--- src/verilog/tpc_pkg.sv ---
package tpc_pkg;
  // register indices on the plain port
  localparam logic [3:0] ADDR_EVEN_CTRL = 4'h0;
  localparam logic [3:0] ADDR_ODD_CTRL  = 4'h1;
  localparam logic [3:0] ADDR_EVEN_CNT  = 4'h2;
  localparam logic [3:0] ADDR_ODD_CNT   = 4'h3;
  localparam logic [3:0] ADDR_EVEN_PER  = 4'h4;
  localparam logic [3:0] ADDR_ODD_PER   = 4'h5;
  localparam logic [3:0] ADDR_CAP_CTRL  = 4'h6;
  localparam logic [3:0] ADDR_CAP_BUF   = 4'h7;
  localparam logic [3:0] ADDR_STATUS    = 4'h8;
  // timer control field positions
  localparam int TC_RUN   = 15;
  localparam int TC_IDLE  = 13;
  localparam int TC_GATE  = 6;
  localparam int TC_PSHI  = 5;
  localparam int TC_PSLO  = 4;
  localparam int TC_JOIN  = 3;
  localparam int TC_CSRC  = 1;
  // writable masks, unimplemented bits read zero
  localparam logic [15:0] EVEN_CTRL_MASK = 16'hA07A;
  localparam logic [15:0] ODD_CTRL_MASK  = 16'hA072;
  localparam logic [15:0] CAP_CTRL_MASK  = 16'h20E7;
  // capture control field positions
  localparam int CC_IDLE  = 13;
  localparam int CC_TMR   = 7;
  localparam int CC_CPHI  = 6;
  localparam int CC_CPLO  = 5;
  localparam int CC_OVF   = 4;
  localparam int CC_BNE   = 3;
  localparam int CC_MDHI  = 2;
  // prescale terminal counts
  localparam logic [7:0] PS_DIV1   = 8'h00;
  localparam logic [7:0] PS_DIV8   = 8'h07;
  localparam logic [7:0] PS_DIV64  = 8'h3F;
  localparam logic [7:0] PS_DIV256 = 8'hFF;
  // capture prescale terminal counts, fifo depth and full level
  localparam logic [3:0] EDGE_DIV4  = 4'h3;
  localparam logic [3:0] EDGE_DIV16 = 4'hF;
  localparam int FIFO_DEPTH = 4;
  localparam logic [2:0] FIFO_FULL = 3'h4;

  typedef enum logic [2:0] {
    CAP_OFF, CAP_ANY, CAP_FALL, CAP_RISE, CAP_RISE4, CAP_RISE16,
    CAP_DIS, CAP_WAKE
  } tpc_cap_mode_type;

  // bus request carried as one struct
  typedef struct packed {
    logic [3:0]  addr;
    logic [15:0] wdata;
    logic        wr;
    logic        rd;
  } tpc_bus_type;

  // device power state
  typedef struct packed {
    logic idle;
    logic sleep;
  } tpc_power_type;
endpackage : tpc_pkg

--- src/verilog/tpc_fifo_mem.sv ---
// four-word capture store, read data registered
module tpc_fifo_mem (
  // clock and enable
  input  wire logic        core_clk_in,
  input  wire logic        ce_in,
  // write side
  input  wire logic        wr_in,
  input  wire logic [1:0]  waddr_in,
  input  wire logic [15:0] wdata_in,
  // read side
  input  wire logic [1:0]  raddr_in,
  output logic      [15:0] rdata_out
);
  import tpc_pkg::*;
  logic [15:0] mem [FIFO_DEPTH]; // storage, no reset needed

  // write port
  always_ff @(posedge core_clk_in) begin
    if (ce_in && wr_in) begin
      mem[waddr_in] <= wdata_in;
    end
  end

  // read port registered every enabled cycle
  always_ff @(posedge core_clk_in) begin
    if (ce_in) begin
      rdata_out <= mem[raddr_in];
    end
  end
endmodule : tpc_fifo_mem

--- src/verilog/tpc_timer_capture.sv ---
module tpc_timer_capture (
  // clock, reset, enable
  input  wire logic                   core_clk_in,
  input  wire logic                   rst_in,
  input  wire logic                   ce_in,
  // register port
  input  wire tpc_pkg::tpc_bus_type   bus_in,
  output logic      [15:0]            rdata_out,
  // device power state
  input  wire tpc_pkg::tpc_power_type power_in,
  // external pins
  input  wire logic                   even_ext_clk_in,
  input  wire logic                   odd_ext_clk_in,
  input  wire logic                   even_gate_in,
  input  wire logic                   odd_gate_in,
  input  wire logic                   capture_pin_in,
  // event outputs
  output logic                        even_match_irq_out,
  output logic                        odd_match_irq_out,
  output logic                        capture_irq_out,
  output logic                        wake_out
);
  import tpc_pkg::*;

  // prescale terminal for a two-bit code, used twice
  function automatic logic [7:0] ps_term(input logic [1:0] code);
    case (code)
      2'b11:   ps_term = PS_DIV256;
      2'b10:   ps_term = PS_DIV64;
      2'b01:   ps_term = PS_DIV8;
      default: ps_term = PS_DIV1;
    endcase
  endfunction : ps_term

  logic [15:0] even_ctrl;       // even timer control
  logic [15:0] odd_ctrl;        // odd timer control
  logic [15:0] even_cnt;        // low timer count
  logic [15:0] odd_cnt;         // high timer count
  logic [15:0] even_per;        // even period
  logic [15:0] odd_per;         // odd period
  logic [15:0] cap_ctrl;        // capture writable bits
  logic [1:0]  ext_prev;        // previous pin levels for edges
  logic [7:0]  ps_cnt [2];      // prescale counters
  logic [1:0]  tick;            // prescaled count enable per timer
  logic        joined;          // pair operates as 32 bits
  logic        pin_prev;        // previous capture pin level
  logic [3:0]  edge_cnt;        // prescaled edge counter
  logic [1:0]  int_cnt;         // captures since last interrupt
  logic [2:0]  fill;            // buffered entries
  logic [1:0]  wptr;            // fifo write pointer
  logic [1:0]  rptr;            // fifo read pointer
  logic        ovf;             // overflow flag
  logic        cap_event;       // qualifying capture event
  logic        cap_run;         // channel active
  logic        pop;             // buffer read
  logic        rd_buf_q;        // last read was buffer
  logic [15:0] rd_reg_q;        // registered non-buffer read data
  logic [15:0] fifo_q;          // fifo read data
  logic [15:0] cap_value;       // value to store
  logic        rise;            // capture pin rising
  logic        fall;            // capture pin falling
  tpc_cap_mode_type mode;       // decoded mode

  assign joined = even_ctrl[TC_JOIN];
  assign mode   = tpc_cap_mode_type'(cap_ctrl[CC_MDHI:0]);
  assign rise   = capture_pin_in & ~pin_prev;
  assign fall   = ~capture_pin_in & pin_prev;
  assign pop    = bus_in.rd && bus_in.addr == ADDR_CAP_BUF && fill != 3'h0;

  // timer count enables; in joined mode both take even controls
  logic [15:0] cfg [2];
  logic [1:0]  ext_pin;
  logic [1:0]  gate_pin;
  assign cfg[0]      = even_ctrl;
  assign cfg[1]      = joined ? even_ctrl : odd_ctrl;
  assign ext_pin     = {joined ? even_ext_clk_in : odd_ext_clk_in,
                        even_ext_clk_in};
  assign gate_pin    = {joined ? even_gate_in : odd_gate_in, even_gate_in};

  // one prescaler and qualifier per timer
  for (genvar t = 0; t < 2; t++) begin : g_pre
    logic src_act;  // raw input tick before prescaling
    logic halted;   // idle stop active
    always_comb begin
      halted = power_in.idle && cfg[t][TC_IDLE];
      if (cfg[t][TC_CSRC]) begin
        src_act = ext_pin[t] & ~ext_prev[t];
      end else begin
        // gate only honoured with internal clock
        src_act = !cfg[t][TC_GATE] || gate_pin[t];
      end
      // sleep stops the instruction clock domain entirely
      tick[t] = cfg[t][TC_RUN] && !halted && !power_in.sleep
                && src_act && ps_cnt[t] == ps_term(cfg[t][TC_PSHI:TC_PSLO]);
    end
    // prescaler counter advances on each raw tick
    always_ff @(posedge core_clk_in or posedge rst_in) begin
      if (rst_in) begin
        ps_cnt[t] <= 8'h00;
      end else if (ce_in) begin
        if (!cfg[t][TC_RUN]) begin
          ps_cnt[t] <= 8'h00;
        end else if (src_act && !halted && !power_in.sleep) begin
          if (ps_cnt[t] >= ps_term(cfg[t][TC_PSHI:TC_PSLO])) begin
            ps_cnt[t] <= 8'h00;
          end else begin
            ps_cnt[t] <= ps_cnt[t] + 8'h01;
          end
        end
      end
    end
  end

  // pin history for edge detection
  always_ff @(posedge core_clk_in or posedge rst_in) begin
    if (rst_in) begin
      ext_prev <= 2'b00;
      pin_prev <= 1'b0;
    end else if (ce_in) begin
      ext_prev <= ext_pin;
      pin_prev <= capture_pin_in;
    end
  end

  // counters, register writes and period match
  always_ff @(posedge core_clk_in or posedge rst_in) begin
    if (rst_in) begin
      even_ctrl          <= 16'h0000;
      odd_ctrl           <= 16'h0000;
      even_cnt           <= 16'h0000;
      odd_cnt            <= 16'h0000;
      even_per           <= 16'hFFFF;
      odd_per            <= 16'hFFFF;
      even_match_irq_out <= 1'b0;
      odd_match_irq_out  <= 1'b0;
    end else if (ce_in) begin
      even_match_irq_out <= 1'b0;
      odd_match_irq_out  <= 1'b0;
      if (joined) begin
        // even is low word, odd is high word
        if (tick[0]) begin
          if ({odd_cnt, even_cnt} == {odd_per, even_per}) begin
            even_cnt          <= 16'h0000;
            odd_cnt           <= 16'h0000;
            odd_match_irq_out <= 1'b1;
          end else begin
            {odd_cnt, even_cnt} <= {odd_cnt, even_cnt} + 32'h0000_0001;
          end
        end
      end else begin
        if (tick[0]) begin
          if (even_cnt == even_per) begin
            even_cnt           <= 16'h0000;
            even_match_irq_out <= 1'b1;
          end else begin
            even_cnt <= even_cnt + 16'h0001;
          end
        end
        if (tick[1]) begin
          if (odd_cnt == odd_per) begin
            odd_cnt           <= 16'h0000;
            odd_match_irq_out <= 1'b1;
          end else begin
            odd_cnt <= odd_cnt + 16'h0001;
          end
        end
      end
      // software writes override the count update
      if (bus_in.wr) begin
        case (bus_in.addr)
          ADDR_EVEN_CTRL: even_ctrl <= bus_in.wdata & EVEN_CTRL_MASK;
          ADDR_ODD_CTRL:  odd_ctrl  <= bus_in.wdata & ODD_CTRL_MASK;
          ADDR_EVEN_CNT:  even_cnt  <= bus_in.wdata;
          ADDR_ODD_CNT:   odd_cnt   <= bus_in.wdata;
          ADDR_EVEN_PER:  even_per  <= bus_in.wdata;
          ADDR_ODD_PER:   odd_per   <= bus_in.wdata;
          default: ;
        endcase
      end
    end
  end

  // capture qualification
  always_comb begin
    cap_run   = !(power_in.idle && cap_ctrl[CC_IDLE]) && !power_in.sleep;
    cap_value = cap_ctrl[CC_TMR] ? even_cnt : odd_cnt;
    case (mode)
      CAP_ANY:    cap_event = cap_run && (rise || fall);
      CAP_FALL:   cap_event = cap_run && fall;
      CAP_RISE:   cap_event = cap_run && rise;
      CAP_RISE4:  cap_event = cap_run && rise && edge_cnt[1:0] == EDGE_DIV4[1:0];
      CAP_RISE16: cap_event = cap_run && rise && edge_cnt == EDGE_DIV16;
      default:    cap_event = 1'b0;
    endcase
  end

  // capture buffer storage
  tpc_fifo_mem u_fifo (
    .core_clk_in (core_clk_in),
    .ce_in       (ce_in),
    .wr_in       (cap_event && fill != FIFO_FULL),
    .waddr_in    (wptr),
    .wdata_in    (cap_value),
    .raddr_in    (rptr),
    .rdata_out   (fifo_q)
  );

  // capture channel state, pointers, flags and interrupt
  always_ff @(posedge core_clk_in or posedge rst_in) begin
    if (rst_in) begin
      cap_ctrl        <= 16'h0000;
      edge_cnt        <= 4'h0;
      int_cnt         <= 2'b00;
      fill            <= 3'h0;
      wptr            <= 2'b00;
      rptr            <= 2'b00;
      ovf             <= 1'b0;
      capture_irq_out <= 1'b0;
      wake_out        <= 1'b0;
    end else if (ce_in) begin
      capture_irq_out <= 1'b0;
      wake_out        <= 1'b0;
      // wake interrupt on rising edge only while asleep or idle
      if (mode == CAP_WAKE && rise && (power_in.sleep || power_in.idle)) begin
        capture_irq_out <= 1'b1;
        wake_out        <= 1'b1;
      end else if (mode != CAP_WAKE && cap_event
                   && (power_in.sleep || power_in.idle)) begin
        wake_out <= 1'b1;
      end
      if (cap_run && rise && (mode == CAP_RISE4 || mode == CAP_RISE16)) begin
        edge_cnt <= edge_cnt + 4'h1;
      end
      if (cap_event) begin
        if (mode == CAP_ANY) begin
          capture_irq_out <= 1'b1;
        end else if (int_cnt == cap_ctrl[CC_CPHI:CC_CPLO]) begin
          capture_irq_out <= 1'b1;
          int_cnt         <= 2'b00;
        end else begin
          int_cnt <= int_cnt + 2'b01;
        end
      end
      // push, pop and overflow; set wins over clearing read
      if (cap_event && fill == FIFO_FULL) begin
        ovf <= 1'b1;
      end else if (pop) begin
        ovf <= 1'b0;
      end
      if (cap_event && fill != FIFO_FULL) begin
        wptr <= wptr + 2'b01;
      end
      if (pop) begin
        rptr <= rptr + 2'b01;
      end
      fill <= fill + {2'b00, cap_event && fill != FIFO_FULL}
                   - {2'b00, pop};
      if (bus_in.wr && bus_in.addr == ADDR_CAP_CTRL) begin
        cap_ctrl <= bus_in.wdata & CAP_CTRL_MASK;
        edge_cnt <= 4'h0;
        int_cnt  <= 2'b00;
        if (bus_in.wdata[CC_MDHI:0] == 3'h0) begin
          // turning the module off empties it
          fill <= 3'h0;
          wptr <= 2'b00;
          rptr <= 2'b00;
          ovf  <= 1'b0;
        end
      end
    end
  end

  // read data, registered one cycle after the strobe
  always_ff @(posedge core_clk_in or posedge rst_in) begin
    if (rst_in) begin
      rd_reg_q <= 16'h0000;
      rd_buf_q <= 1'b0;
    end else if (ce_in) begin
      rd_buf_q <= bus_in.rd && bus_in.addr == ADDR_CAP_BUF;
      rd_reg_q <= 16'h0000;
      if (bus_in.rd) begin
        case (bus_in.addr)
          ADDR_EVEN_CTRL: rd_reg_q <= even_ctrl;
          ADDR_ODD_CTRL:  rd_reg_q <= odd_ctrl;
          ADDR_EVEN_CNT:  rd_reg_q <= even_cnt;
          ADDR_ODD_CNT:   rd_reg_q <= odd_cnt;
          ADDR_EVEN_PER:  rd_reg_q <= even_per;
          ADDR_ODD_PER:   rd_reg_q <= odd_per;
          ADDR_CAP_CTRL:  rd_reg_q <= cap_ctrl
                            | {11'h000, ovf, fill != 3'h0, 3'h0};
          ADDR_STATUS:    rd_reg_q <= {13'h0000, fill};
          default:        rd_reg_q <= 16'h0000;
        endcase
      end
    end
  end

  // fifo data comes from its own register, others from rd_reg_q
  assign rdata_out = rd_buf_q ? fifo_q : rd_reg_q;
endmodule : tpc_timer_capture

--- config.mk ---
export PLATFORM = sky130hd
export DESIGN_NAME = tpc_timer_capture
export DESIGN_NICKNAME = d
export VERILOG_FILES = /design/src/verilog/tpc_pkg.sv /design/src/verilog/tpc_fifo_mem.sv /design/src/verilog/tpc_timer_capture.sv
export SDC_FILE = /design/constraint.sdc
export NUM_CORES = 1
export LEC_CHECK = 0
export ABC_AREA = 1
export BUFFER_PORTS_ARGS = -buffer_cell sky130_fd_sc_hd__buf_2
export CAP_MARGIN = 10
export CORE_MARGIN = 2
export CORE_UTILIZATION = 29
export DETAILED_ROUTE_END_ITERATION = 10
export GPL_TIMING_DRIVEN = 0
export SLEW_MARGIN = 20
export SYNTH_ARGS = -nofsm -noshare
export SYNTH_HDL_FRONTEND = slang
export SYNTH_SLANG_ARGS = --single-unit
export TNS_END_PERCENT = 20
--- constraint.sdc ---
create_clock -name core_clk_in -period 5.5 [get_ports core_clk_in]
set_clock_uncertainty 0.1 [all_clocks]
set_input_delay 1.1 -clock core_clk_in [delete_from_list [all_inputs] [get_ports core_clk_in]]
set_output_delay 1.1 -clock core_clk_in [all_outputs]
set_load 0.005 [all_outputs]
# == After elaboration in Yosys (flattened, before gate mapping) ==
# Memory sizes are Yosys's and may differ from the RTL's. A register that Yosys moved wholly into a read port is not among the register bits.
# Cells that the tools add are included.
# totals
regBits,138
mem_bits_rw,64
input_bits,32
output_inout_bits,20
mem_count,1
# classes
addsub,11
order_cmp,2
eq_ne,34
n_mux,72
bitwise_logic,9
n_reduce_logical,57
# memory_table
memory,depth,word_bits,read_ports,rd_ports_with_merged_regs,wr,line,rtl
u_fifo.mem,4,16,1,1,1,tpc_fifo_mem.sv:15,logic [15:0] mem [FIFO_DEPTH];
# ops
op,count
2-to-1 mux 16 bit,18
one-hot mux 16 bit (8 select lines),1
2-to-1 mux 8 bit,12
one-hot mux 8 bit (3 select lines),2
"adder 16 x 1 -> 16 bit, second input constant",2
"adder 32 x 1 -> 32 bit, second input constant",1
equality test 16 bit,2
equality test 32 bit,1
logical AND 1 bit,32
2-to-1 mux 1 bit,24
2-to-1 mux 2 bit,10
"adder 8 x 1 -> 8 bit, second input constant",2
"equality test 4 x 3 -> 1 bit, second input constant",4
equality test 8 bit,2
greater-or-equal comparator 8 bit,2
AND reduction 3 bit,5
bitwise OR 14 x 5 -> 14 bit,1
"equality test 3 bit, second input constant",4
"equality test 2 bit, second input constant",5
"equality test 4 x 2 -> 1 bit, second input constant",2
"equality test 4 bit, second input constant",2
2-to-1 mux 4 bit,2
AND reduction 2 bit,4
"adder 2 x 1 -> 2 bit, second input constant",3
20 further kinds,42

# == Longest topological paths before layout ==
# Gate-level depths: netlist of run 1.
# depth
ltp_word,13
depth_mapped,20
depth_no_buf,18

# == Hierarchy ==
# From an unflattened synthesis of run 1, not the netlist that was laid out.
# unflattened
hier_cells,1820
hier_area_um2,13352.8
# modules_own_cells
mod,instances,cells_per_inst,area_each_um2,seq_area_each_um2
tpc_timer_capture,1,1545,10113.4,3493.4
tpc_fifo_mem,1,275,3239.4,2402.3

# == Least setup slack after synthesis of run 1 ==
# No wires, ideal clock.
# synth_timing
path_type,input-to-reg
startpoint,input capture_pin_in
endpoint,register fill[2]
arrival_time_ns,2.914
required_ns,5.266
slack_ns,2.352
cell_stages,12
path_buffers,0
cell_sequence,inv_1 -> ha_1 -> o211ai_1 -> nand3_1 -> nor2_1 -> inv_1 -> ha_1 -> inv_1 -> ha_1 -> fa_1 -> xor2_1 -> o22ai_1
# synth_via
elab_chain_cells,10
elab_cells_between_ends,15
classes_between,add/sub (2); mux (3); bitwise (3); reduce/logical (7)
# synth_lines
element,line,rtl
"start, declared",tpc_timer_capture.sv:16,"input wire logic capture_pin_in,"
inverter 1 bit,tpc_timer_capture.sv:67,assign fall = ~capture_pin_in & pin_prev;
AND 1 bit,tpc_timer_capture.sv:67,
logical OR 1 bit,tpc_timer_capture.sv:188,CAP_ANY: cap_event = cap_run && (rise || fall);
logical AND 1 bit,tpc_timer_capture.sv:188,
one-hot mux 1 bit (5 select lines) (*),tpc_timer_capture.sv:187,case (mode)
logical AND 1 bit (*),tpc_timer_capture.sv:256,"fill <= fill + {2'b00, cap_event && fill != FIFO_FULL}"
adder 3 x 1 -> 3 bit (*),tpc_timer_capture.sv:256,
subtractor 3 x 1 -> 3 bit (*),tpc_timer_capture.sv:257,"- {2'b00, pop};"
2-to-1 mux 3 bit,tpc_timer_capture.sv:262,if (bus_in.wdata[CC_MDHI:0] == 3'h0) begin
2-to-1 mux 3 bit (*),tpc_timer_capture.sv:258,if (bus_in.wr && bus_in.addr == ADDR_CAP_CTRL) begin
"end signal, assigned",tpc_timer_capture.sv:256,
"end, declared",tpc_timer_capture.sv:49,logic [2:0] fill;
# Mark *: on every way between the ends. The rest lies on a longest branch, timed or not.
# A chain may end at the register's enable or synchronous reset.

# == Worst setup path in the final report of run 1 ==
# layout_timing
startpoint,register even_ctrl[3]
endpoint,register odd_cnt[0]
# layout_via
elab_chain_cells,11
elab_cells_between_ends,22
classes_between,eq/ne (4); mux (9); bitwise (1); reduce/logical (8)
# layout_lines
element,line,rtl
"start, declared",tpc_timer_capture.sv:35,logic [15:0] even_ctrl;
"start signal, assigned",tpc_timer_capture.sv:171,ADDR_EVEN_CTRL: even_ctrl <= bus_in.wdata & EVEN_CTRL_MASK;
"parallel branches: the longest is 8 deep, another holds 2-to-1 mux 16 bit",n/a,
2-to-1 mux 16 bit (*),tpc_timer_capture.sv:139,if (joined) begin
2-to-1 mux 16 bit,tpc_timer_capture.sv:170,case (bus_in.addr)
2-to-1 mux 16 bit (*),tpc_timer_capture.sv:169,if (bus_in.wr) begin
"end signal, assigned",tpc_timer_capture.sv:147,"{odd_cnt, even_cnt} <= {odd_cnt, even_cnt} + 32'h0000_0001;"
"end signal, assigned",tpc_timer_capture.sv:164,odd_cnt <= odd_cnt + 16'h0001;
"end signal, assigned",tpc_timer_capture.sv:174,ADDR_ODD_CNT: odd_cnt <= bus_in.wdata;
"end, declared",tpc_timer_capture.sv:38,logic [15:0] odd_cnt;
# Every way passes the cells marked *.

==> impl_metrics.xml, run 1 <==
<?xml version="1.0" encoding="UTF-8"?>
<metrics>
  <group name="outcome">
    <metric name="outcome" unit="">complete, no violations</metric>
  </group>
  <group name="placed_design">
    <metric name="place_congestion" unit="">1.02</metric>
    <metric name="buffer_ports.inserted" unit="">51</metric>
    <metric name="detailed_place_hpwl" unit="um">37200</metric>
  </group>
  <group name="setup_path">
    <metric name="kind_of_end_point_of_the_critical_path" unit="">register</metric>
    <metric name="crit_type" unit="">register to register</metric>
    <metric name="r2r_slack" unit="ns">1.93</metric>
    <metric name="crit_path_cell_trace" unit="">buf_6 &gt; clkbuf_1 &gt; nand2_1 &gt; o21ai_0 &gt; inv_1 &gt; nor2_1 &gt; inv_1 &gt; ha_1 &gt; nand2_1 &gt; nor2_1 &gt; nand3_1 &gt; nor3_4 &gt; buf_6 &gt; nand2_1 &gt; nand3_1 &gt; nand3_1 &gt; nand2_1 &gt; nand2_1</metric>
    <metric name="cp_common_cell" unit="">nand2_1</metric>
    <metric name="critical_path.top_delay_family" unit="">simple AND/OR/NAND/NOR gates</metric>
    <metric name="critPathBufInv" unit="">5</metric>
    <metric name="critPathLaunchType" unit="">register</metric>
    <metric name="worst-endpoint-arrival" unit="ns">3.91</metric>
    <metric name="cp_slowest_cell" unit="">clkbuf_1</metric>
    <metric name="slowest_delay" unit="ns">0.51</metric>
    <metric name="timing.critical_path.required" unit="ns">5.84</metric>
    <metric name="critical_path_peak_fanout" unit="">10</metric>
  </group>
  <group name="detailed_routing">
    <metric name="routed_wire_length_per_instance" unit="um">19.5</metric>
    <metric name="routed_wirelength" unit="um">48900</metric>
    <metric name="vias" unit="">12900</metric>
    <metric name="drc_errors" unit="">0</metric>
    <metric name="ant_nets" unit="">0</metric>
    <metric name="dr.first_iter.drc_count" unit="">1168</metric>
    <metric name="drt-vias-per-instance" unit="">5.13</metric>
    <metric name="firstDrtPassIters" unit="">5</metric>
  </group>
  <group name="timing">
    <metric name="setup_repair_after_global_routing_missed_its_margin" unit="">false</metric>
    <metric name="final_max_slew_viol_count" unit="">0</metric>
    <metric name="final_hold_vios" unit="">0</metric>
    <metric name="fmax" unit="MHz">280</metric>
    <metric name="final.period_utilization" unit="%">64.9</metric>
    <metric name="finalSetupViolCount" unit="">0</metric>
    <metric name="tightestPinTransition" unit="ns">1.09</metric>
    <metric name="fin_crit" unit="ns">3.57</metric>
    <metric name="relSlewSlack" unit="%">27.1</metric>
  </group>
  <group name="global_route">
    <metric name="grt_overflow" unit="">0</metric>
    <metric name="grt_pass1_vias" unit="">12200</metric>
    <metric name="grt_max_degree" unit="">71</metric>
    <metric name="antenna_found_initial" unit="">0</metric>
    <metric name="first_pass_grt_wire_length" unit="um">73800</metric>
    <metric name="grt_util_overall" unit="%">20.4</metric>
  </group>
  <group name="cells_and_area">
    <metric name="layout.core_utilization" unit="%">33.8</metric>
    <metric name="final_net_count" unit="">1949</metric>
    <metric name="drive_above_1_share" unit="%">11.3</metric>
    <metric name="leading_cell_type_in_the_layout_fill_and_taps_excluded" unit="">nand2_1</metric>
    <metric name="most_frequent_cells_in_the_layout" unit="">nand2_1, inv_1, o21ai_0</metric>
    <metric name="syn_to_final_growth" unit="%">14.6</metric>
    <metric name="n_antenna_cell" unit="">0</metric>
  </group>
  <group name="yosys">
    <metric name="ys_types" unit="">48</metric>
    <metric name="mappedNetlistArea" unit="um2">13400</metric>
    <metric name="yosys_most_used_dff" unit="">dfrtp_1</metric>
    <metric name="ys.warnings.count" unit="">0</metric>
    <metric name="synth_largest_area_cell" unit="">dfrtp_1</metric>
    <metric name="postSynthNetCount" unit="">1865</metric>
    <metric name="yosys-top-cells-area" unit="">dfrtp_1, edfxtp_1, nand2_1, o21ai_0, dfstp_2</metric>
    <metric name="synth_edf_count" unit="">80</metric>
    <metric name="mean_post_synth_cell_area" unit="um2">7.44</metric>
    <metric name="ys_seq_area_share" unit="%">44.0</metric>
    <metric name="synth_async_sr_flop_share" unit="%">63.3</metric>
    <metric name="yosys.area.top_type_share" unit="%">19.8</metric>
    <metric name="syn_inst" unit="">1802</metric>
    <metric name="number_of_flip_flops_and_latches_in_the_synthesized_netlist" unit="">218</metric>
  </group>
  <group name="flow_run">
    <metric name="cap_violations" unit="">0</metric>
  </group>
  <group name="clock_network">
    <metric name="clockRootBuffer" unit="">clkbuf_16</metric>
    <metric name="cts.sink_count" unit="">218</metric>
    <metric name="ctsResizeCount" unit="">0</metric>
    <metric name="clkLatencyLatePin" unit="ns">0.55</metric>
    <metric name="cts_made_buffers" unit="">26</metric>
    <metric name="maximum_buffer_depth_of_the_clock_tree" unit="">3</metric>
    <metric name="ctsHoldBuffers" unit="">0</metric>
    <metric name="cts-htree-levels" unit="">1</metric>
    <metric name="post-cts-setup-buffers" unit="">0</metric>
    <metric name="cts_tree" unit="">yes</metric>
    <metric name="clkTransAtPathRegs" unit="ns">0.06</metric>
  </group>
  <group name="power">
    <metric name="max-vdd-ir-drop" unit="uV">228</metric>
    <metric name="post-layout-total-power" unit="mW">5.83</metric>
    <metric name="total_leakage_power" unit="nW">6.85</metric>
    <metric name="power_per_cell_area" unit="nW/um2">379</metric>
  </group>
  <group name="floorplan">
    <metric name="number_of_placement_rows" unit="">78</metric>
    <metric name="die_h" unit="um">219</metric>
    <metric name="die_w" unit="um">219</metric>
    <metric name="core_area" unit="um2">45500</metric>
    <metric name="floorplan.die_area" unit="um2">48000</metric>
    <metric name="initial_core_utilization" unit="%">29.5</metric>
    <metric name="io_pins" unit="">52</metric>
  </group>
  <group name="worst_hold_path">
    <metric name="hp-class" unit="">register to register</metric>
  </group>
</metrics>
## state kept, by name, indices dropped and copies added (netlist names), 3 cells and up
signal	flops
even_ctrl	7
even_cnt	16
rd_reg_q	16
odd_ctrl	6
even_per	16
odd_cnt	16
ps_cnt	16
u_fifo.rdata_out	16
cap_ctrl	7
u_fifo.mem	64
fill	3
edge_cnt	4
odd_per	16
## cell families (layout without fill, tap and decap cells)
family                   after synthesis  in the layout  share of synthesized area (%)
XOR/XNOR                              35             35                           2.29
AND/OR/NAND/NOR                      859            859                           27.2
adder cells (fa/ha/maj)               31             31                           2.95
AO/OA/AOI/OAI                        348            348                           14.2
buffers and inverters                311            415                           9.40
flip-flops                           218            218                           44.0
## report_power, final
| part | switching, mW | internal (mW) |
|---|---|---|
| sequential | 0.217 | 2.03 |
| combinational | 1.27 | 0.550 |
| clock | 0.702 | 1.05 |
| total | 2.19 | 3.64 |
## cell usage after synthesis, types with 3 or more instances
cell / n
nand2_1: 520
inv_1: 213
o21ai_0: 180
nor2_1: 158
dfrtp_1: 106
nand3_1: 90
edfxtp_1: 80
a21oi_1: 64
o22ai_1: 53
clkbuf_1: 43
dfstp_2: 32
ha_1: 30
nand4_1: 27
xor2_1: 25
buf_2: 24
nor3_1: 21
o21ai_1: 18
inv_2: 15
xnor2_1: 10
nand2_2: 8
nand3_2: 8
a221oi_1: 7
a22oi_1: 6
buf_4: 6
nor3b_1: 6
buf_6: 5
nand3b_1: 4
nor2_2: 4
nor2_4: 4
o211ai_1: 4
o21a_1: 4
buf_1: 3
nor3_2: 3
o221ai_1: 3
## per-stage QoR
stage / std cells / hold slack [ns] / setup TNS (ns) / area, um2 / setup slack (ns)
after floorplan: 1802 / 0.340 / 0 / 13400 / 0.657
after global placement: 2453 / 0.356 / -131.04 / 14400 / -1.25
after detailed placement: 2458 / 0.364 / 0 / 14500 / 1.93
after CTS: 2506 / 0.379 / 0 / 15400 / 1.91
after global routing: 2506 / 0.409 / 0 / 15400 / 1.62
final: 2506 / 0.379 / 0 / 15400 / 1.93
## path summary, 6_finish.rpt
| kind | startpoint | endpoint | cells after the start |
|---|---|---|---|
| max in group asynchronous | rst_in | even_per[14] | 3 |
| max | even_ctrl[3] | odd_cnt[0] | 18 |
| max reg2reg | even_ctrl[3] | odd_cnt[0] | 18 |
| min reg2reg | ext_prev[1] | ext_prev[1] | 2 |
| min | ext_prev[1] | ext_prev[1] | 2 |
| min in group asynchronous | rst_in | ps_cnt[12] | 2 |
## routing by layer
layer	GRT usage [%]	share of wire, %	routed length [um]
met1	27.2	42	20600
met2	32.6	45	22000
met3	3.87	8.7	4240
met5	0	0	0
met4	8.04	4.1	2020
## layout make-up
type | count | area, um2
timing repair buffer | 56 | 328
sequential | 218 | 5900
inverter | 229 | 868
tap | 600 | 751
fill | 4871 | 30100
buffer | 82 | 399
clock buffer | 39 | 729
multi-input combinational | 1273 | 6260
clock inverter | 9 | 130
## worst register-to-register path: cells and delay by family (launching register included)
family	cells	cell delay, ns
and+or+nand+nor	11	1.39
DFF	1	0.48
adders and majority gates	1	0.27
buffers and inverters	5	1.07
AOI/OAI and AO/OA	1	0.14
(Power assumes the default switching activity.)
==> run 2: changes to the inputs <==
--- a/config.mk
+++ b/config.mk
@@ -5,7 +5,7 @@
 export SDC_FILE = /design/constraint.sdc
 export NUM_CORES = 1
 export LEC_CHECK = 0
-export ABC_AREA = 1
+export ABC_AREA = 0
 export BUFFER_PORTS_ARGS = -buffer_cell sky130_fd_sc_hd__buf_2
 export CAP_MARGIN = 10
 export CORE_MARGIN = 2
==> constraint.sdc (replaced) <==
create_clock -name core_clk_in -period 2.95 [get_ports core_clk_in]
set_clock_uncertainty 0.1 [all_clocks]
set_input_delay 0.59 -clock core_clk_in [delete_from_list [all_inputs] [get_ports core_clk_in]]
set_output_delay 0.59 -clock core_clk_in [all_outputs]
set_load 0.005 [all_outputs]
==> run 2 against run 1 <==
  * Register-to-register slack worse by 1.9 ns
  * Design area is 5.5% lower
  * Cell count is 27% lower
  * Core utilization rose by 0.91 points
  * Synthesized cell count fell by 34%
  * Clock power increased by 82%
  * Sequential cell count did not move
  * Via count shrank 20%
  * Sequential share of layout area up 2.3 points
  * Combinational power grew 38%
  * Largest cell class unchanged
  * Critical endpoint is now odd_cnt[1]
==> impl_metrics.xml, run 2 <==
<?xml version="1.0" encoding="UTF-8"?>
<metrics>
  <group name="cells_and_area">
    <metric name="syn_to_final_growth" unit="%">18.5</metric>
    <metric name="multiInputGateArea" unit="um2">6080</metric>
    <metric name="drive_above_1_share" unit="%">23.6</metric>
    <metric name="fill_cells" unit="">4236</metric>
    <metric name="fin_area" unit="um2">14500</metric>
    <metric name="leading_cell_type_in_the_layout_fill_and_taps_excluded" unit="">nand2_1</metric>
    <metric name="n_antenna_cell" unit="">0</metric>
    <metric name="final_net_count" unit="">1338</metric>
    <metric name="largest_register_ffs" unit="">64</metric>
    <metric name="number_of_cells_in_the_finished_layout_apart_from_fillers" unit="">1834</metric>
    <metric name="most_frequent_cells_in_the_layout" unit="">nand2_1, dfrtp_1, edfxtp_1</metric>
    <metric name="area.sequential" unit="um2">5900</metric>
    <metric name="top_register" unit="">u_fifo.mem</metric>
  </group>
  <group name="timing">
    <metric name="setup_repair_after_global_routing_missed_its_margin" unit="">true</metric>
    <metric name="finalSetupViolCount" unit="">0</metric>
    <metric name="fin_crit" unit="ns">2.93</metric>
    <metric name="fmax" unit="MHz">342</metric>
    <metric name="final.period_utilization" unit="%">99.2</metric>
    <metric name="final_hold_vios" unit="">0</metric>
    <metric name="relSlewSlack" unit="%">37.9</metric>
    <metric name="final_max_slew_viol_count" unit="">0</metric>
    <metric name="tightestPinTransition" unit="ns">0.931</metric>
  </group>
  <group name="yosys">
    <metric name="postSynthNetCount" unit="">1257</metric>
    <metric name="synth_async_sr_flop_share" unit="%">63.3</metric>
    <metric name="ys_types" unit="">65</metric>
    <metric name="ys_seq_area_share" unit="%">48.1</metric>
    <metric name="synth_compound_area_share" unit="%">16.7</metric>
    <metric name="yosys-top-cells-area" unit="">dfrtp_1, edfxtp_1, dfstp_2, mux2_2, nand2_1</metric>
    <metric name="synth_xor_xnor_area_share" unit="%">2.72</metric>
    <metric name="post_synth_and_or_nand_nor_area_fraction" unit="%">14.3</metric>
    <metric name="syn_inst" unit="">1194</metric>
    <metric name="yosys.area_share.adder" unit="%">3.23</metric>
    <metric name="most_common_library_cells_after_synthesis" unit="">nand2_1, dfrtp_1, edfxtp_1, o21ai_0, nor2_1</metric>
    <metric name="yosys.area.top_type_share" unit="%">21.6</metric>
    <metric name="ys.warnings.count" unit="">0</metric>
    <metric name="synth_top_family_by_area" unit="">compound AO/OA/AOI/OAI gates</metric>
    <metric name="synth_largest_area_cell" unit="">dfrtp_1</metric>
    <metric name="yosys_most_used_dff" unit="">dfrtp_1</metric>
    <metric name="synth_edf_count" unit="">80</metric>
    <metric name="number_of_flip_flops_and_latches_in_the_synthesized_netlist" unit="">218</metric>
    <metric name="mappedNetlistArea" unit="um2">12300</metric>
    <metric name="yosys.cell_count.top_type" unit="">nand2_1</metric>
    <metric name="mux_cell_area_share_after_synthesis" unit="%">10.5</metric>
    <metric name="mean_post_synth_cell_area" unit="um2">10.3</metric>
  </group>
  <group name="power">
    <metric name="power.switching" unit="mW">3.32</metric>
    <metric name="p_clk_share" unit="%">32.0</metric>
    <metric name="seq_power_share" unit="%">42.8</metric>
    <metric name="power.share.combinational" unit="%">25.1</metric>
    <metric name="max-vdd-ir-drop" unit="uV">462</metric>
    <metric name="power_per_cell_area" unit="nW/um2">691</metric>
    <metric name="sw_frac_of_total" unit="%">33.1</metric>
    <metric name="intPower" unit="mW">6.71</metric>
    <metric name="total_leakage_power" unit="nW">5.61</metric>
  </group>
  <group name="placed_design">
    <metric name="detailed_place_hpwl" unit="um">29700</metric>
    <metric name="place_inst" unit="">1786</metric>
    <metric name="placed_cell_area" unit="um2">13300</metric>
    <metric name="buffer_ports.inserted" unit="">47</metric>
    <metric name="place_congestion" unit="">0.924</metric>
  </group>
  <group name="clock_network">
    <metric name="clkLatencyLatePin" unit="ns">0.55</metric>
    <metric name="cts-htree-levels" unit="">1</metric>
    <metric name="cts_made_buffers" unit="">26</metric>
    <metric name="maximum_buffer_depth_of_the_clock_tree" unit="">3</metric>
    <metric name="clkTransAtPathRegs" unit="ns">0.06</metric>
    <metric name="cts.sink_count" unit="">218</metric>
    <metric name="clockRootBuffer" unit="">clkbuf_16</metric>
    <metric name="cts_tree" unit="">yes</metric>
  </group>
  <group name="setup_path">
    <metric name="critical_path.top_delay_family" unit="">simple AND/OR/NAND/NOR gates</metric>
    <metric name="cp_common_cell" unit="">or4_1</metric>
    <metric name="crit_path_cell_trace" unit="">clkbuf_4 &gt; nand4_4 &gt; or2_1 &gt; clkbuf_2 &gt; or4_1 &gt; buf_2 &gt; or4_1 &gt; a21oi_2 &gt; a211oi_1 &gt; o31ai_1</metric>
    <metric name="critical_path_peak_fanout" unit="">8</metric>
    <metric name="worst-endpoint-arrival" unit="ns">3.27</metric>
    <metric name="slowest_delay" unit="ns">0.53</metric>
    <metric name="cp_slowest_cell" unit="">or4_1</metric>
    <metric name="crit_type" unit="">register to register</metric>
    <metric name="kind_of_end_point_of_the_critical_path" unit="">register</metric>
    <metric name="critPathBufInv" unit="">3</metric>
    <metric name="timing.critical_path.required" unit="ns">3.29</metric>
    <metric name="critPathLaunchType" unit="">register</metric>
  </group>
  <group name="global_route">
    <metric name="grt_overflow" unit="">0</metric>
    <metric name="grt_pass1_vias" unit="">10200</metric>
    <metric name="grt_max_degree" unit="">33</metric>
    <metric name="antenna_found_initial" unit="">0</metric>
    <metric name="grt_util_overall" unit="%">18.5</metric>
    <metric name="first_pass_grt_wire_length" unit="um">62500</metric>
  </group>
  <group name="detailed_routing">
    <metric name="vias" unit="">10300</metric>
    <metric name="firstDrtPassIters" unit="">8</metric>
    <metric name="dr.first_iter.drc_count" unit="">1062</metric>
    <metric name="routed_wirelength" unit="um">40700</metric>
    <metric name="drt-vias-per-instance" unit="">5.59</metric>
    <metric name="ant_nets" unit="">0</metric>
    <metric name="routed_wire_length_per_instance" unit="um">22.2</metric>
    <metric name="drc_errors" unit="">0</metric>
  </group>
  <group name="floorplan">
    <metric name="die_w" unit="um">210</metric>
    <metric name="number_of_placement_rows" unit="">75</metric>
    <metric name="floorplan.die_area" unit="um2">43900</metric>
    <metric name="initial_core_utilization" unit="%">29.3</metric>
    <metric name="io_pins" unit="">52</metric>
    <metric name="core_area" unit="um2">41900</metric>
    <metric name="die_h" unit="um">210</metric>
  </group>
  <group name="worst_hold_path">
    <metric name="hp-class" unit="">input pin to register</metric>
  </group>
  <group name="outcome">
    <metric name="outcome" unit="">complete, no violations</metric>
  </group>
  <group name="flow_run">
    <metric name="cap_violations" unit="">0</metric>
  </group>
</metrics>
==> run 2: changes by cell type after synthesis, moves of 22 or more <==
cell / delta
and3_1: +22
clkbuf_1: +23
inv_1: -160
mux2_2: +72
nand2_1: -412
nand3_1: -59
nor2_1: -84
nor4_1: +24
o21ai_0: -100
o22ai_1: -30
o31ai_1: +23
==> run 2: layout make-up <==
class / instances / share of cell area [%]
buffer: 72 / 2.40
clock buffer: 43 / 5.40
clock inverter: 5 / 0.457
inverter: 54 / 1.42
multi-input combinational: 837 / 41.9
sequential: 218 / 40.6
tap: 539 / 4.64
timing repair buffer: 66 / 3.15
==> run 2: metal layers <==
layer / track usage, % / share of wire (%) / vias up
met5: 0 / 0 / -
met3: 2.86 / 7.4 / 114
met1: 25.0 / 42 / 5084
li1: - / - / 4623
met4: 7.09 / 4.4 / 0
met2: 30.0 / 46 / 437
==> run 2: per-stage QoR <==
step | util (%) | hold WS [ns] | total power, mW | setup WS [ns] | setup TNS (ns)
floorplan | - | 0.351 | 5.77 | -0.116 | -0.904
global placement | 31.5 | 0.374 | 6.56 | -1.15 | -170.92
detailed placement | 31.7 | 0.374 | 6.66 | -1.19 | -109.96
CTS | 34.2 | 0.181 | 9.95 | -0.0388 | -0.0603
global route | 34.7 | 0.246 | 10.5 | -0.0773 | -0.264
finish | 34.7 | 0.228 | 10.0 | 0.0223 | 0
==> run 2: repair_timing <==
action	in CTS	in global routing
cloned	0	1
pin swaps	5	9
hold endpoints to repair	1	0
hold buffers	1	0
gates resized for setup	46	48
setup endpoints to repair	111	35
buffers inserted	8	3
==> run 2: final timing paths <==
| check | from | to | slack [ns] | cells after the start |
|---|---|---|---|---|
| min in group asynchronous | rst_in | pin_prev | 0.40 | 3 |
| min reg2reg | wake_out | wake_out | 0.38 | 1 |
| min | capture_pin_in | pin_prev | 0.23 | 3 |
| max reg2reg | even_cnt[4] | odd_cnt[1] | 0.02 | 10 |
| max | even_cnt[4] | odd_cnt[1] | 0.02 | 10 |
| max in group asynchronous | rst_in | odd_cnt[5] | 1.52 | 6 |
==> run 2: worst register-to-register path, cell delays in order (launching register included) <==
cell and delay [ns]:
dfrtp_1 0.31, clkbuf_4 0.20, nand4_4 0.16, or2_1 0.25, clkbuf_2 0.15, or4_1 0.53, buf_2 0.21, or4_1 0.44
a21oi_2 0.18, a211oi_1 0.07, o31ai_1 0.24
==> run 2: power groups by stage <==
stage          clock [mW]  sequential (mW)  combinational (mW)
2_1_floorplan           0             4.04                1.73
3_3_place_gp            0             4.18                2.37
3_5_place_dp            0             4.20                2.46
4_1_cts              3.25             4.18                2.52
5_1_grt              3.36             4.34                2.76
6_report             3.21             4.30                2.52
==> run 2: logic make-up (layout without fill, tap and decap cells) <==
family / after synthesis / count (layout)
buffers and inverters: 139 / 240
flip-flops: 218 / 218
XOR/XNOR: 38 / 38
adder cells (fa/ha/maj): 31 / 31
AO/OA/AOI/OAI: 309 / 309
AND/OR/NAND/NOR: 360 / 360
multiplexers: 99 / 99
